`src/design/led_pwr_pkg.sv`:
```
// Constants for the LED driver power and pump control block.
// Assumes a 200 MHz MCLK and a 32 kHz slow timebase strobe input.
package led_pwr_pkg;
	// Register offsets
	localparam logic [7:0] ADDR_ENABLE = 8'h00;
	localparam logic [7:0] ADDR_CUR_R = 8'h05;
	localparam logic [7:0] ADDR_CONFIG = 8'h08;
	localparam logic [7:0] ADDR_RESET = 8'h0D;
	localparam logic [7:0] RESET_KEY = 8'hFF;
	// Reset values
	localparam logic [7:0] ENABLE_RST = 8'h00;
	localparam logic [7:0] CUR_RST = 8'hAF;
	localparam logic [7:0] CONFIG_RST = 8'h00;
	// Field positions
	localparam int EN_LOG_BIT = 7;
	localparam int EN_CHIP_BIT = 6;
	localparam int CFG_RATE_BIT = 6;
	localparam int CFG_SAVE_BIT = 5;
	localparam int CFG_GAIN_HI = 4;
	localparam int CFG_GAIN_LO = 3;
	localparam int CFG_RED_BIT = 0;
	// Pump gain encodings
	localparam logic [1:0] GAIN_OFF = 2'h0;
	localparam logic [1:0] GAIN_1X = 2'h1;
	localparam logic [1:0] GAIN_15X = 2'h2;
	localparam logic [1:0] GAIN_AUTO = 2'h3;
	// Timing
	localparam int MCLK_HZ = 200_000_000;
	localparam int STARTUP_US = 500;
	localparam int STARTUP_CYC = (STARTUP_US * (MCLK_HZ / 1_000_000));
	localparam int SLOW_HZ = 32_000;
	localparam int IDLE_MS = 50;
	localparam int IDLE_TICKS = IDLE_MS * SLOW_HZ / 1000;
	localparam int PWM_LO_HZ = 256;
	localparam int PWM_HI_HZ = 558;
	localparam int PWM_STEPS = 256;
	localparam int PWM_LO_DIV = MCLK_HZ / (PWM_LO_HZ * PWM_STEPS);
	localparam int PWM_HI_DIV = MCLK_HZ / (PWM_HI_HZ * PWM_STEPS);
	localparam int FILT_CYC = 64;
	localparam logic [6:0] DEV_ADDR = 7'h32;
endpackage : led_pwr_pkg

```
`src/design/led_power_ctrl.sv`:
```
// LED driver power states, pump gain control, drive levels and PWM.
// Assumes synchronous pins, a one-cycle 32 kHz strobe and a host on
// the two-wire register port.
// Function
// - Writing FFH to register 0DH returns every register to its default.
// - After power-on reset the chip enters standby with chip-on cleared.
// - Chip-on bit or enable pin low keeps the chip in standby, all off.
// - Standby accepts writes other than the 0DH reset key only with enable high; they act after startup.
// - Chip-on high with enable high runs a 500 us startup, then normal.
// - Thermal trip disables operation and holds startup until it clears.
// - Enable pin low in normal operation clears the chip-on bit.
// - Power save turns analog blocks off and keeps register contents.
// - Config bits 4:3 pick pump gain: off, 1x, 1.5x or automatic.
// - Gain select 00b disables the pump and pulls its output down.
// - Automatic gain uses 1.5x when a monitored driver lacks headroom.
// - Automatic gain falls back to 1x after over 50 ms of inactivity.
// - Headroom decisions are filtered so short disturbances change nothing.
// - Red supply bit routes red to battery and drops its monitoring.
// - Green and blue always run from the pump output.
// - Each 8-bit current register sets 0.1 mA steps, default AFh.
// - Each output is pulse-width modulated by an 8-bit duty value.
// - Config bit 6 selects 256 Hz or 558 Hz PWM rate.
// - Enable register bit 7 selects linear or logarithmic brightness.
module led_power_ctrl #(
	parameter int STARTUP_CYC = led_pwr_pkg::STARTUP_CYC,
	parameter int FILT_CYC = led_pwr_pkg::FILT_CYC
) (
	// Clock and reset
	input wire logic MCLK,
	input wire logic RST_N,
	// Register port
	input wire logic SCL,
	input wire logic SDA_IN,
	output logic SDA_OUT,
	output logic SDA_OE,
	// Chip inputs
	input wire logic EN,
	input wire logic THERMAL_TRIP,
	input wire logic SLOW_TIMEBASE,
	input wire logic [2:0] HEADROOM_LOW,
	// Duty values per channel
	input wire logic [7:0] DUTY_R,
	input wire logic [7:0] DUTY_G,
	input wire logic [7:0] DUTY_B,
	// Pump and analog control
	output logic ANALOG_ON,
	output logic PUMP_ON,
	output logic PUMP_HIGH_GAIN,
	output logic PUMP_PULLDOWN,
	output logic RED_FROM_BATT,
	// Drivers
	output logic [2:0] LED_PWM,
	output logic [7:0] LEVEL_R,
	output logic [7:0] LEVEL_G,
	output logic [7:0] LEVEL_B
);
	localparam int SW = $clog2(STARTUP_CYC + 1);
	localparam int FW = $clog2(FILT_CYC + 1);
	localparam int DW = $clog2(led_pwr_pkg::PWM_LO_DIV + 1);

	typedef enum logic [2:0] {
		P_RESET, P_STANDBY, P_STARTUP, P_NORMAL, P_SAVE
	} pwr_e;

	pwr_e pst_q, pst_d;
	logic [SW-1:0] stup_q, stup_d;
	logic [7:0] en_q, cfg_q;
	logic [7:0] cur_q [3];
	logic [7:0] duty [3];
	logic wr_stb;
	logic [7:0] wr_addr, wr_data, rd_addr, rd_data;
	logic filt_q, slow_q, analog_q, pump_q, hi_q, pull_q, red_q;
	logic [FW-1:0] flt_q;
	logic [10:0] idle_q;
	logic [DW-1:0] step_q;
	logic [7:0] pcnt_q;
	logic [2:0] pwm_q, act_req;
	logic [7:0] lvl_q [3];

	serial_reg_port u_port (
		.clk(MCLK),
		.rst_n(RST_N),
		.scl(SCL),
		.sda_in(SDA_IN),
		.sda_out(SDA_OUT),
		.sda_oe(SDA_OE),
		.wr_stb(wr_stb),
		.wr_addr(wr_addr),
		.wr_data(wr_data),
		.rd_addr(rd_addr),
		.rd_data(rd_data)
	);

	// Register decode
	wire soft_rst = wr_stb && wr_addr == led_pwr_pkg::ADDR_RESET &&
		wr_data == led_pwr_pkg::RESET_KEY;
	wire wr_ok = wr_stb && (pst_q != P_STANDBY || EN);
	wire we_en = wr_ok && wr_addr == led_pwr_pkg::ADDR_ENABLE;
	wire we_cfg = wr_ok && wr_addr == led_pwr_pkg::ADDR_CONFIG;
	wire [7:0] cur_idx = rd_addr - led_pwr_pkg::ADDR_CUR_R;
	wire rd_cur = rd_addr >= led_pwr_pkg::ADDR_CUR_R && cur_idx < 8'h03;
	assign rd_data = rd_addr == led_pwr_pkg::ADDR_ENABLE ? en_q :
		rd_addr == led_pwr_pkg::ADDR_CONFIG ? cfg_q :
		rd_cur ? cur_q[cur_idx[1:0]] : 8'h00;
	wire chip_on = en_q[led_pwr_pkg::EN_CHIP_BIT];
	wire chip_req = chip_on && EN;
	wire run = pst_q == P_NORMAL;
	wire [1:0] gain = cfg_q[led_pwr_pkg::CFG_GAIN_HI:led_pwr_pkg::CFG_GAIN_LO];
	wire red_batt = cfg_q[led_pwr_pkg::CFG_RED_BIT];
	wire log_on = en_q[led_pwr_pkg::EN_LOG_BIT];
	wire slow_tick = SLOW_TIMEBASE && !slow_q;
	wire idle_long = idle_q > 11'(led_pwr_pkg::IDLE_TICKS);
	wire save_ok = cfg_q[led_pwr_pkg::CFG_SAVE_BIT] && idle_long &&
		act_req == 3'h0;
	// Green and blue are always monitored since they sit on the pump
	wire [2:0] mon_mask = {2'h3, !red_batt};
	wire mon_low = |(HEADROOM_LOW & mon_mask);
	wire [DW-1:0] step_div = cfg_q[led_pwr_pkg::CFG_RATE_BIT] ?
		DW'(led_pwr_pkg::PWM_HI_DIV - 1) :
		DW'(led_pwr_pkg::PWM_LO_DIV - 1);
	wire step_end = step_q == step_div;

	assign duty[0] = DUTY_R;
	assign duty[1] = DUTY_G;
	assign duty[2] = DUTY_B;
	assign LEVEL_R = lvl_q[0];
	assign LEVEL_G = lvl_q[1];
	assign LEVEL_B = lvl_q[2];
	assign LED_PWM = pwm_q;
	assign ANALOG_ON = analog_q;
	assign PUMP_ON = pump_q;
	assign PUMP_HIGH_GAIN = hi_q;
	assign PUMP_PULLDOWN = pull_q;
	assign RED_FROM_BATT = red_q;

	// Logarithmic brightness: 3-bit exponent, 5-bit mantissa
	function automatic logic [7:0] log_map(input logic [7:0] d);
		logic [13:0] m;
		m = 14'({1'b1, d[4:0]}) << d[7:5];
		log_map = (d == 8'h00) ? 8'h00 : m[12:5];
	endfunction : log_map

	// Control registers
	always_ff @(posedge MCLK) begin
		if (!RST_N || soft_rst) begin
			en_q <= led_pwr_pkg::ENABLE_RST;
			cfg_q <= led_pwr_pkg::CONFIG_RST;
		end else begin
			if (we_en)
				en_q <= wr_data;
			if (we_cfg)
				cfg_q <= wr_data;
			// Pin low beats a same-cycle software set
			if ((run || pst_q == P_SAVE) && !EN)
				en_q[led_pwr_pkg::EN_CHIP_BIT] <= 1'b0;
		end
	end

	// Power state sequencing
	always_comb begin
		pst_d = pst_q;
		stup_d = stup_q;
		case (pst_q)
			P_RESET: pst_d = P_STANDBY;
			P_STANDBY: begin
				stup_d = '0;
				if (chip_req)
					pst_d = P_STARTUP;
			end
			P_STARTUP: begin
				if (!chip_req)
					pst_d = P_STANDBY;
				else if (THERMAL_TRIP)
					stup_d = '0;
				else if (stup_q == SW'(STARTUP_CYC - 1))
					pst_d = P_NORMAL;
				else
					stup_d = stup_q + SW'(1);
			end
			P_NORMAL, P_SAVE: begin
				stup_d = '0;
				if (!chip_req)
					pst_d = P_STANDBY;
				else if (THERMAL_TRIP)
					pst_d = P_STARTUP;
				else
					pst_d = save_ok ? P_SAVE : P_NORMAL;
			end
			default: pst_d = P_RESET;
		endcase
	end

	always_ff @(posedge MCLK) begin
		if (!RST_N || soft_rst) begin
			pst_q <= P_RESET;
			stup_q <= '0;
		end else begin
			pst_q <= pst_d;
			stup_q <= stup_d;
		end
	end

	// Headroom filter: a new decision must persist FILT_CYC cycles
	always_ff @(posedge MCLK) begin
		if (!RST_N || soft_rst) begin
			filt_q <= 1'b0;
			flt_q <= '0;
		end else if (mon_low == filt_q) begin
			flt_q <= '0;
		end else if (flt_q == FW'(FILT_CYC - 1)) begin
			filt_q <= mon_low;
			flt_q <= '0;
		end else begin
			flt_q <= flt_q + FW'(1);
		end
	end

	// Idle time on slow ticks, saturating just past the limit
	always_ff @(posedge MCLK) begin
		slow_q <= RST_N && SLOW_TIMEBASE;
		if (!RST_N || soft_rst || pwm_q != 3'h0)
			idle_q <= 11'h000;
		else if (slow_tick && !idle_long)
			idle_q <= idle_q + 11'h001;
	end

	// Pump and analog outputs; standby settings act only once running
	always_ff @(posedge MCLK) begin
		if (!RST_N || soft_rst) begin
			analog_q <= 1'b0;
			pump_q <= 1'b0;
			hi_q <= 1'b0;
			pull_q <= 1'b1;
			red_q <= 1'b0;
		end else begin
			analog_q <= pst_q == P_STARTUP || run;
			pump_q <= run && gain != led_pwr_pkg::GAIN_OFF;
			pull_q <= !run || gain == led_pwr_pkg::GAIN_OFF;
			hi_q <= run && (gain == led_pwr_pkg::GAIN_15X ||
				(gain == led_pwr_pkg::GAIN_AUTO && filt_q &&
				!idle_long));
			red_q <= red_batt && (run || pst_q == P_SAVE);
		end
	end

	// PWM timebase
	always_ff @(posedge MCLK) begin
		if (!RST_N || soft_rst || !run) begin
			step_q <= '0;
			pcnt_q <= 8'h00;
		end else if (step_end) begin
			step_q <= '0;
			pcnt_q <= pcnt_q + 8'h01;
		end else begin
			step_q <= step_q + DW'(1);
		end
	end

	// Per-channel current and PWM
	for (genvar i = 0; i < 3; i++) begin : g_ch
		wire we_cur = wr_ok && wr_addr == 8'(led_pwr_pkg::ADDR_CUR_R + i);
		wire [7:0] eff = log_on ? log_map(duty[i]) : duty[i];
		assign act_req[i] = duty[i] != 8'h00 && cur_q[i] != 8'h00;
		always_ff @(posedge MCLK) begin
			if (!RST_N || soft_rst) begin
				cur_q[i] <= led_pwr_pkg::CUR_RST;
				lvl_q[i] <= 8'h00;
				pwm_q[i] <= 1'b0;
			end else begin
				if (we_cur)
					cur_q[i] <= wr_data;
				lvl_q[i] <= run ? cur_q[i] : 8'h00;
				pwm_q[i] <= run && cur_q[i] != 8'h00 &&
					pcnt_q < eff;
			end
		end
	end
endmodule : led_power_ctrl

```
`src/design/serial_reg_port.sv`:
```
// Two-wire serial register port: byte writes and reads, auto increment.
// Assumes SCL and SDA already synchronous to clk; SDA is open drain.
module serial_reg_port #(
	parameter logic [6:0] DEV_ADDR = led_pwr_pkg::DEV_ADDR
) (
	// Clock and reset
	input wire logic clk,
	input wire logic rst_n,
	// Pins
	input wire logic scl,
	input wire logic sda_in,
	output logic sda_out,
	output logic sda_oe,
	// Register side
	output logic wr_stb,
	output logic [7:0] wr_addr,
	output logic [7:0] wr_data,
	output logic [7:0] rd_addr,
	input wire logic [7:0] rd_data
);
	typedef enum logic [2:0] {S_IDLE, S_DEV, S_REG, S_WR, S_RD} port_e;
	port_e st_q;
	logic scl_q, sda_q;
	logic [3:0] cnt_q;
	logic [7:0] sh_q, out_q;
	wire rise = scl & ~scl_q;
	wire fall = ~scl & scl_q;
	wire start = scl & scl_q & sda_q & ~sda_in;
	wire stop = scl & scl_q & ~sda_q & sda_in;
	wire byte_end = fall && cnt_q == 4'h7;
	wire ack_end = fall && cnt_q == 4'h8;

	always_ff @(posedge clk) begin
		scl_q <= scl;
		sda_q <= sda_in;
		sda_out <= 1'b0;
		wr_stb <= 1'b0;
		if (!rst_n) begin
			st_q <= S_IDLE;
			cnt_q <= 4'h0;
			sh_q <= 8'h00;
			out_q <= 8'h00;
			sda_oe <= 1'b0;
			wr_addr <= 8'h00;
			wr_data <= 8'h00;
			rd_addr <= 8'h00;
		end else if (start) begin
			st_q <= S_DEV;
			// The start's own SCL fall wraps this to zero before bit 7
			cnt_q <= 4'h8;
			sda_oe <= 1'b0;
		end else if (stop) begin
			st_q <= S_IDLE;
			sda_oe <= 1'b0;
		end else if (st_q != S_IDLE) begin
			if (rise && cnt_q < 4'h8)
				sh_q <= {sh_q[6:0], sda_in};
			// Master nack ends a read
			if (rise && cnt_q == 4'h8 && st_q == S_RD && sda_in)
				st_q <= S_IDLE;
			if (fall)
				cnt_q <= (cnt_q == 4'h8) ? 4'h0 : cnt_q + 4'h1;
			if (byte_end) begin
				case (st_q)
					S_DEV: begin
						sda_oe <= (sh_q[7:1] == DEV_ADDR);
						if (sh_q[7:1] != DEV_ADDR)
							st_q <= S_IDLE;
						else
							st_q <= sh_q[0] ? S_RD : S_REG;
					end
					S_REG: begin
						rd_addr <= sh_q;
						sda_oe <= 1'b1;
						st_q <= S_WR;
					end
					S_WR: begin
						wr_stb <= 1'b1;
						wr_addr <= rd_addr;
						wr_data <= sh_q;
						rd_addr <= rd_addr + 8'h01;
						sda_oe <= 1'b1;
					end
					S_RD: begin
						sda_oe <= 1'b0;
						rd_addr <= rd_addr + 8'h01;
					end
					default: st_q <= S_IDLE;
				endcase
			end else if (ack_end) begin
				sda_oe <= (st_q == S_RD) && !rd_data[7];
				out_q <= {rd_data[6:0], 1'b0};
			end else if (fall && st_q == S_RD) begin
				sda_oe <= !out_q[7];
				out_q <= {out_q[6:0], 1'b0};
			end
		end
	end
endmodule : serial_reg_port

```
`config.mk`:
```
export PLATFORM = sky130hd
export DESIGN_NAME = led_power_ctrl
export DESIGN_NICKNAME = d
export VERILOG_FILES = /design/src/design/led_pwr_pkg.sv /design/src/design/led_power_ctrl.sv /design/src/design/serial_reg_port.sv
export SDC_FILE = /design/constraint.sdc
export NUM_CORES = 1
export LEC_CHECK = 0
export ABC_AREA = 1
export BUFFER_PORTS_ARGS = -buffer_cell sky130_fd_sc_hd__buf_4
export CELL_PAD_IN_SITES_DETAIL_PLACEMENT = 1
export CELL_PAD_IN_SITES_GLOBAL_PLACEMENT = 1
export CORE_MARGIN = 3
export CORE_UTILIZATION = 48
export DETAILED_ROUTE_END_ITERATION = 8
export PLACE_DENSITY_LB_ADDON = 0.1
export SYNTH_ARGS = -nofsm -noshare
export SYNTH_HDL_FRONTEND = slang
export SYNTH_SLANG_ARGS = --single-unit
```
`constraint.sdc`:
```
create_clock -name MCLK -period 4.4 [get_ports MCLK]
set_input_delay 0.88 -clock MCLK [delete_from_list [all_inputs] [get_ports MCLK]]
set_output_delay 0.88 -clock MCLK [all_outputs]
set_load 0.005 [all_outputs]
```
## Word level (Yosys, flattened, before mapping)

Memories as Yosys holds them, arrays and structs flattened.
Cells that the tools add are included.

| word-level totals | value |
|---|---|
| bits of input ports | 34 |
| RAM bits | 48 |
| register bits | 135 |
| memories | 2 |
| logic and storage cells | 272 |

Memory list:

| memory | words | width | read ports | clocked after memory_dff | write ports | line | text |
|---|---|---|---|---|---|---|---|
| cur_q | 3 | 8 | 4 | 0 | 3 | led_power_ctrl.sv:68 | `logic [7:0] cur_q [3];` |
| lvl_q | 3 | 8 | 3 | 0 | 3 | led_power_ctrl.sv:78 | `logic [7:0] lvl_q [3];` |

| cells by class | value |
|---|---|
| eq/ne operators | 33 |
| reduce and logical (&&, ||, !) cells | 99 |
| magnitude comparators | 7 |
| add/sub/neg operators | 8 |
| bitwise operators | 24 |
| shift operators | 3 |
| muxes and demuxes | 64 |

Operators by type and width:

| operator | number |
|---|---|
| $mux W8 | 20 |
| $mux W17 | 3 |
| $reduce_bool A8 Y1 | 6 |
| $logic_not A8 Y1 | 5 |
| $shl A6 B3 Y13 | 3 |
| $logic_and A1 B1 Y1 | 38 |
| $pmux W17 S2 | 1 |
| $mux W3 | 11 |
| $eq A8 B3 Y1 const B | 3 |
| $eq A8 B4 Y1 const B | 3 |
| $lt A8 B8 Y1 | 3 |
| $mux W4 | 5 |
| $mux W1 | 19 |
| $add A17 B1 Y17 const B | 1 |
| $eq A17 B17 Y1 const B | 1 |
| $add A8 B1 Y8 const B | 2 |
| $pmux W8 S2 | 1 |
| $reduce_and A3 Y1 | 5 |
| $reduce_and A5 Y1 | 3 |
| $eq A7 B6 Y1 const B | 2 |
| $add A12 B1 Y12 const B | 1 |
| $eq A12 B12 Y1 | 1 |
| $eq A3 B2 Y1 const B | 4 |
| $mux W12 | 1 |
| other kinds (39) | 96 |

## Depth between registers and ports, before layout

| logic depth | value |
|---|---|
| depth after elaboration | 11 |
| depth in mapped cells | 15 |
| mapped depth without buffers | 14 |

## By module

A second synthesis with hierarchy kept.

| unflattened totals | value |
|---|---|
| cells, all modules | 1382 |
| area, all modules | 9745.6 µm² |

By module, submodules not included:

| module | seq. area each (µm²) | area an instance (µm²) | instances | cells each |
|---|---|---|---|---|
| led_power_ctrl | 2882.8 | 7329.5 | 1 | 1035 |
| serial_reg_port | 1001.0 | 2416.1 | 1 | 347 |

## Worst setup path before layout

OpenSTA, ideal clock, no wires.

| path | value |
|---|---|
| path kind | input -> register |
| start point | in DUTY_R[5] |
| end point | reg pwm_q[0], in the netlist LED_PWM[0] |
| path slack | 2.060 ns |
| arrival | 2.271 ns |
| buffers on the path | 1 |
| library setup time | 0.070 ns |
| required time | 4.330 ns |
| stages on the path | 12 |
| path through | buf_2 nor2_1 a21oi_1 o21ai_0 o22ai_1 inv_1 ha_1 a21oi_1 nor2_1 nor3b_1 nand3_1 a21oi_1 |

| on the way | value |
|---|---|
| word-level cells in the longest chain between the ends | 5 |
| elaborated cells on any way between the ends | 6 |

RTL lines:

| element | line | text |
|---|---|---|
| from (decl) | led_power_ctrl.sv:42 | `input wire logic [7:0] DUTY_R,` |
| $shl A6 B3 Y13 or $logic_not A8 Y1 (tied branches) | led_power_ctrl.sv:139, led_power_ctrl.sv:140 |  |
| $mux W8 | led_power_ctrl.sv:140 | `log_map = (d == 8'h00) ? 8'h00 : m[12:5];` |
| $mux W8 * | led_power_ctrl.sv:262 | `wire [7:0] eff = log_on ? log_map(duty[i]) : duty[i];` |
| $lt A8 B8 Y1 * | led_power_ctrl.sv:274 | `pcnt_q < eff;` |
| $logic_and A1 B1 Y1 * | led_power_ctrl.sv:273 | `pwm_q[i] <= run && cur_q[i] != 8'h00 &&` |
| to (signal, indexed assignment) | led_power_ctrl.sv:273 |  |
| to (decl) | led_power_ctrl.sv:77 | `logic [2:0] pwm_q, act_req;` |

Every way passes the cells marked *; elsewhere a longest branch is shown, timed or not.
A chain may end at the register's enable or synchronous reset.

## Worst setup path after layout

| path | value |
|---|---|
| start point | reg en_q[7] |
| end point | reg pwm_q[2], in the netlist LED_PWM[2] |

| on the way | value |
|---|---|
| word-level cells in the longest chain between the ends | 3 |

RTL lines:

| element | line | text |
|---|---|---|
| from (decl) | led_power_ctrl.sv:67 | `logic [7:0] en_q, cfg_q;` |
| from (signal assigned) | led_power_ctrl.sv:146 | `en_q <= led_pwr_pkg::ENABLE_RST;` |
| from (signal assigned) | led_power_ctrl.sv:150 | `en_q <= wr_data;` |
| $mux W8 | led_power_ctrl.sv:262 |  |
| $lt A8 B8 Y1 | led_power_ctrl.sv:274 |  |
| $logic_and A1 B1 Y1 | led_power_ctrl.sv:273 |  |

No other way between the ends.

==> results_dict.tcl <==
set metrics [dict create \
    slew_viol_final 0 \
    cts-root-buf "sky130_fd_sc_hd__clkbuf_16" \
    layout_worst_path_cycle_share_pct 63.3 \
    totalNegativeSetupSlack_ns 0 \
    cts_tree "built" \
    ys_warn_count 0 \
    drc_errors 0 \
    worst_hold_path_type "flip-flop to flip-flop" \
    cpPeakStageDelay_ns 0.80 \
    timing_worst_setup_path_type "flip-flop to flip-flop" \
    area_growth_syn_to_layout_pct 13.2 \
    async_flop_share_pct 0 \
    max-clock-path-buffers 2 \
    diodes 0 \
    path_common_cell "sky130_fd_sc_hd__a21oi_1" \
    initial_standard_cell_utilization_of_the_core_pct 49.0 \
    cp.required_ns 4.76 \
    post_cts_hold_buffer_count 0 \
    detail_route.first_pass.iterations 4 \
    crit_path_cell_trace "clkinv_1, nor2_1, o21ai_0, a2bb2oi_1, ha_1, a21oi_1, nand2_1, a21oi_1" \
    grt.total_usage_pct 25.3 \
    synth_seq_area_share_pct 40.4 \
    syn_avg_cell_area_sq_um 7.09 \
    die_height_um 147 \
    core.rowCount 51 \
    place_worst_setup_slack_ns 1.49 \
    cts.sinks 182 \
    ys_dominant_reg_cell "sky130_fd_sc_hd__dfxtp_1" \
    io_buffer_count 66 \
    setup_slack_ns 1.61 \
    hold_violations 0 \
    total_power_mw 3.65 \
    route.detailed.wl_per_inst_um 16.3 \
    cp.arrival_ns 3.15 \
    dieWidth_um 147 \
    synth_fp_nets 1419 \
    wirelength_um 27400 \
    final_layout_size_suffix_gt1_share_pct 9.85 \
    finalNetCount 1474 \
    global_route.overflow_total 0 \
    worst_clock_skew_ns 0.0178 \
    count_of_cells_resized_by_post_cts_repair 0 \
    route.vias.total 9128 \
    dp_hpwl_um 20300 \
    die_area_sq_um 21700 \
    floorplan.core_area_sq_um 19600 \
    regToRegStartpoint "en_q[7]" \
    place_congestion 0.887 \
    timing.critical_path.to_type "flip-flop" \
    maxClockFrequency_ghz 0.359 \
    ir_drop_uv 259 \
    vias_in_the_first_global_route 9292 \
    setup_violations 0 \
    grt_start_max_net_pins 37 \
    powerDensity_nw_per_um2 335 \
    postSynthRegisterBits 182 \
    floorplan.io_pins 68 \
    grt_pass1_wl_um 45400 \
    maxCapViolCount 0 \
    critical_path_source "en_q[7]" \
    cts_htree_levels 4 \
    critPathSlowestCell "sky130_fd_sc_hd__dfxtp_1" \
    cp_top_family "flip-flops" \
    num-fill-cells 2582 \
    post_synth_instance_area_sq_um 9610 \
    min_from "cfg_q[2]" \
    post-cts-setup-buffers 0 \
    unrepaired_setup_endpoints_after_global_routing "no" \
    critPathLaunchType "flip-flop" \
    max-slew-margin-rel_pct 32.4 \
    post_layout_minimum_cycle_time_ns 2.79 \
    drt_first_iter_violations 495 \
    antenna_found_initial 0 \
    worst_setup_hold_path_clk_slew_ns 0.08 \
    cts_inserted_buffers 17 \
    critPathBufInv 1 \
    status "complete, no violations" \
    yosysUniqueCellTypes 53 \
    timing_worst_slew_pin_value_ns 1.01 \
    number_of_flops_mapped_to_enable_cells_by_yosys 24 \
    power.leakage_nw 4.55 \
    path_max_fanout 20 \
    count_of_mapped_cells_out_of_synthesis 1354 \
    ant_nets 0 \
    routed_via_density 5.41 \
    worst_skew_pair.late_latency_ns 0.44 \
]
## worst paths after layout
kind,to,slack [ns],cells after the start
setup / recovery,LED_PWM[2],1.61,8
hold / removal,cfg_q[2],0.45,2
setup reg to reg,LED_PWM[2],1.61,8
hold reg to reg,cfg_q[2],0.45,2
## cells by family after synthesis
| group | Yosys count | synth area share (%) |
|---|---|---|
| fa+ha+maj | 31 | 4.04 |
| other cells | 1 | 0.0390 |
| compound gates | 272 | 15.6 |
| xor+xnor | 26 | 2.37 |
| buf+inv | 232 | 9.69 |
| flops | 182 | 40.4 |
| simple gates | 609 | 27.7 |
| mux | 1 | 0.104 |
## report_power, final
part           internal, mW  switching, mW
Sequential             1.72         0.0279
Combinational         0.118          0.232
Clock                 0.771          0.777
## cells in the final DEF, fill, tap and decap left out, types with 2 or more instances in the layout
cell type and instances:
sky130_fd_sc_hd__a21oi_1 110, sky130_fd_sc_hd__a21oi_2 8, sky130_fd_sc_hd__a221oi_1 2, sky130_fd_sc_hd__a31oi_1 4, sky130_fd_sc_hd__a32oi_1 4, sky130_fd_sc_hd__and3_1 2
sky130_fd_sc_hd__buf_4 66, sky130_fd_sc_hd__clkbuf_16 17, sky130_fd_sc_hd__clkinv_1 3, sky130_fd_sc_hd__clkinv_4 2, sky130_fd_sc_hd__clkinv_8 6, sky130_fd_sc_hd__dfxtp_1 158
sky130_fd_sc_hd__edfxtp_1 24, sky130_fd_sc_hd__ha_1 31, sky130_fd_sc_hd__inv_1 190, sky130_fd_sc_hd__inv_2 9, sky130_fd_sc_hd__inv_6 2, sky130_fd_sc_hd__inv_8 2
sky130_fd_sc_hd__nand2_1 276, sky130_fd_sc_hd__nand2_2 6, sky130_fd_sc_hd__nand3_1 59, sky130_fd_sc_hd__nand4_1 32, sky130_fd_sc_hd__nor2_1 163, sky130_fd_sc_hd__nor2_2 2
sky130_fd_sc_hd__nor2_4 4, sky130_fd_sc_hd__nor3_1 45, sky130_fd_sc_hd__nor3_2 3, sky130_fd_sc_hd__nor3b_1 3, sky130_fd_sc_hd__nor4_1 4, sky130_fd_sc_hd__o211ai_1 16
sky130_fd_sc_hd__o21ai_0 113, sky130_fd_sc_hd__o21ai_2 2, sky130_fd_sc_hd__o22ai_1 4, sky130_fd_sc_hd__o311ai_0 2, sky130_fd_sc_hd__or2_2 2, sky130_fd_sc_hd__xnor2_1 2
sky130_fd_sc_hd__xor2_1 24
## worst min-delay path: stages (launching register included)
cell and delay [ns]:
sky130_fd_sc_hd__dfxtp_1 0.31, sky130_fd_sc_hd__inv_1 0.05, sky130_fd_sc_hd__a21oi_1 0.05
## per-stage QoR
stage	utilization, %	area, sq um	hold WS (ns)	cells
final	55.5	10900	0.452	1687
after global placement	52.4	10300	0.433	1655
after floorplan	-	9610	0.418	1354
after detailed placement	52.4	10300	0.441	1655
after CTS	55.5	10900	0.452	1687
after global routing	55.5	10900	0.470	1687
## per-layer routing
| layer | global-route usage (%) | vias up | part of all wire, % |
|---|---|---|---|
| met5 | 0 | - | 0 |
| met1 | 33.5 | 4369 | 46 |
| met2 | 42.8 | 154 | 48 |
| met3 | 3.68 | 48 | 3.4 |
| li1 | - | 4557 | - |
| met4 | 8.67 | 0 | 2.5 |
## Yosys cell counts (16+ instances only)
library cell	n	area (sq um)
sky130_fd_sc_hd__nand2_1	276	1040
sky130_fd_sc_hd__edfxtp_1	24	721
sky130_fd_sc_hd__dfxtp_1	158	3160
sky130_fd_sc_hd__nor2_1	163	612
sky130_fd_sc_hd__ha_1	31	388
sky130_fd_sc_hd__nand4_1	32	200
sky130_fd_sc_hd__nand3_1	59	295
sky130_fd_sc_hd__inv_1	190	713
sky130_fd_sc_hd__o211ai_1	16	120
sky130_fd_sc_hd__xor2_1	24	210
sky130_fd_sc_hd__o21ai_0	113	566
sky130_fd_sc_hd__a21oi_1	110	551
sky130_fd_sc_hd__nor3_1	45	225
## area by class of cell
cell class              count  area [sq um]  share of cell area (%)
repair buffers             66           495                    4.56
multi-input cells         940          4790                    44.1
clock inverters            15           184                    1.69
clock buffers              17           425                    3.91
inverters                 202           758                    6.98
flip-flops and latches    182          3880                    35.7
well taps                 265           332                    3.05
## registers in the layout, indices dropped and copies added (netlist names), 11 cells and up
name and cells:
stup_q 17, idle_q 11, lvl_q 24, cur_q 24, step_q 12
No activity file was read; power rests on OpenSTA's default activity.
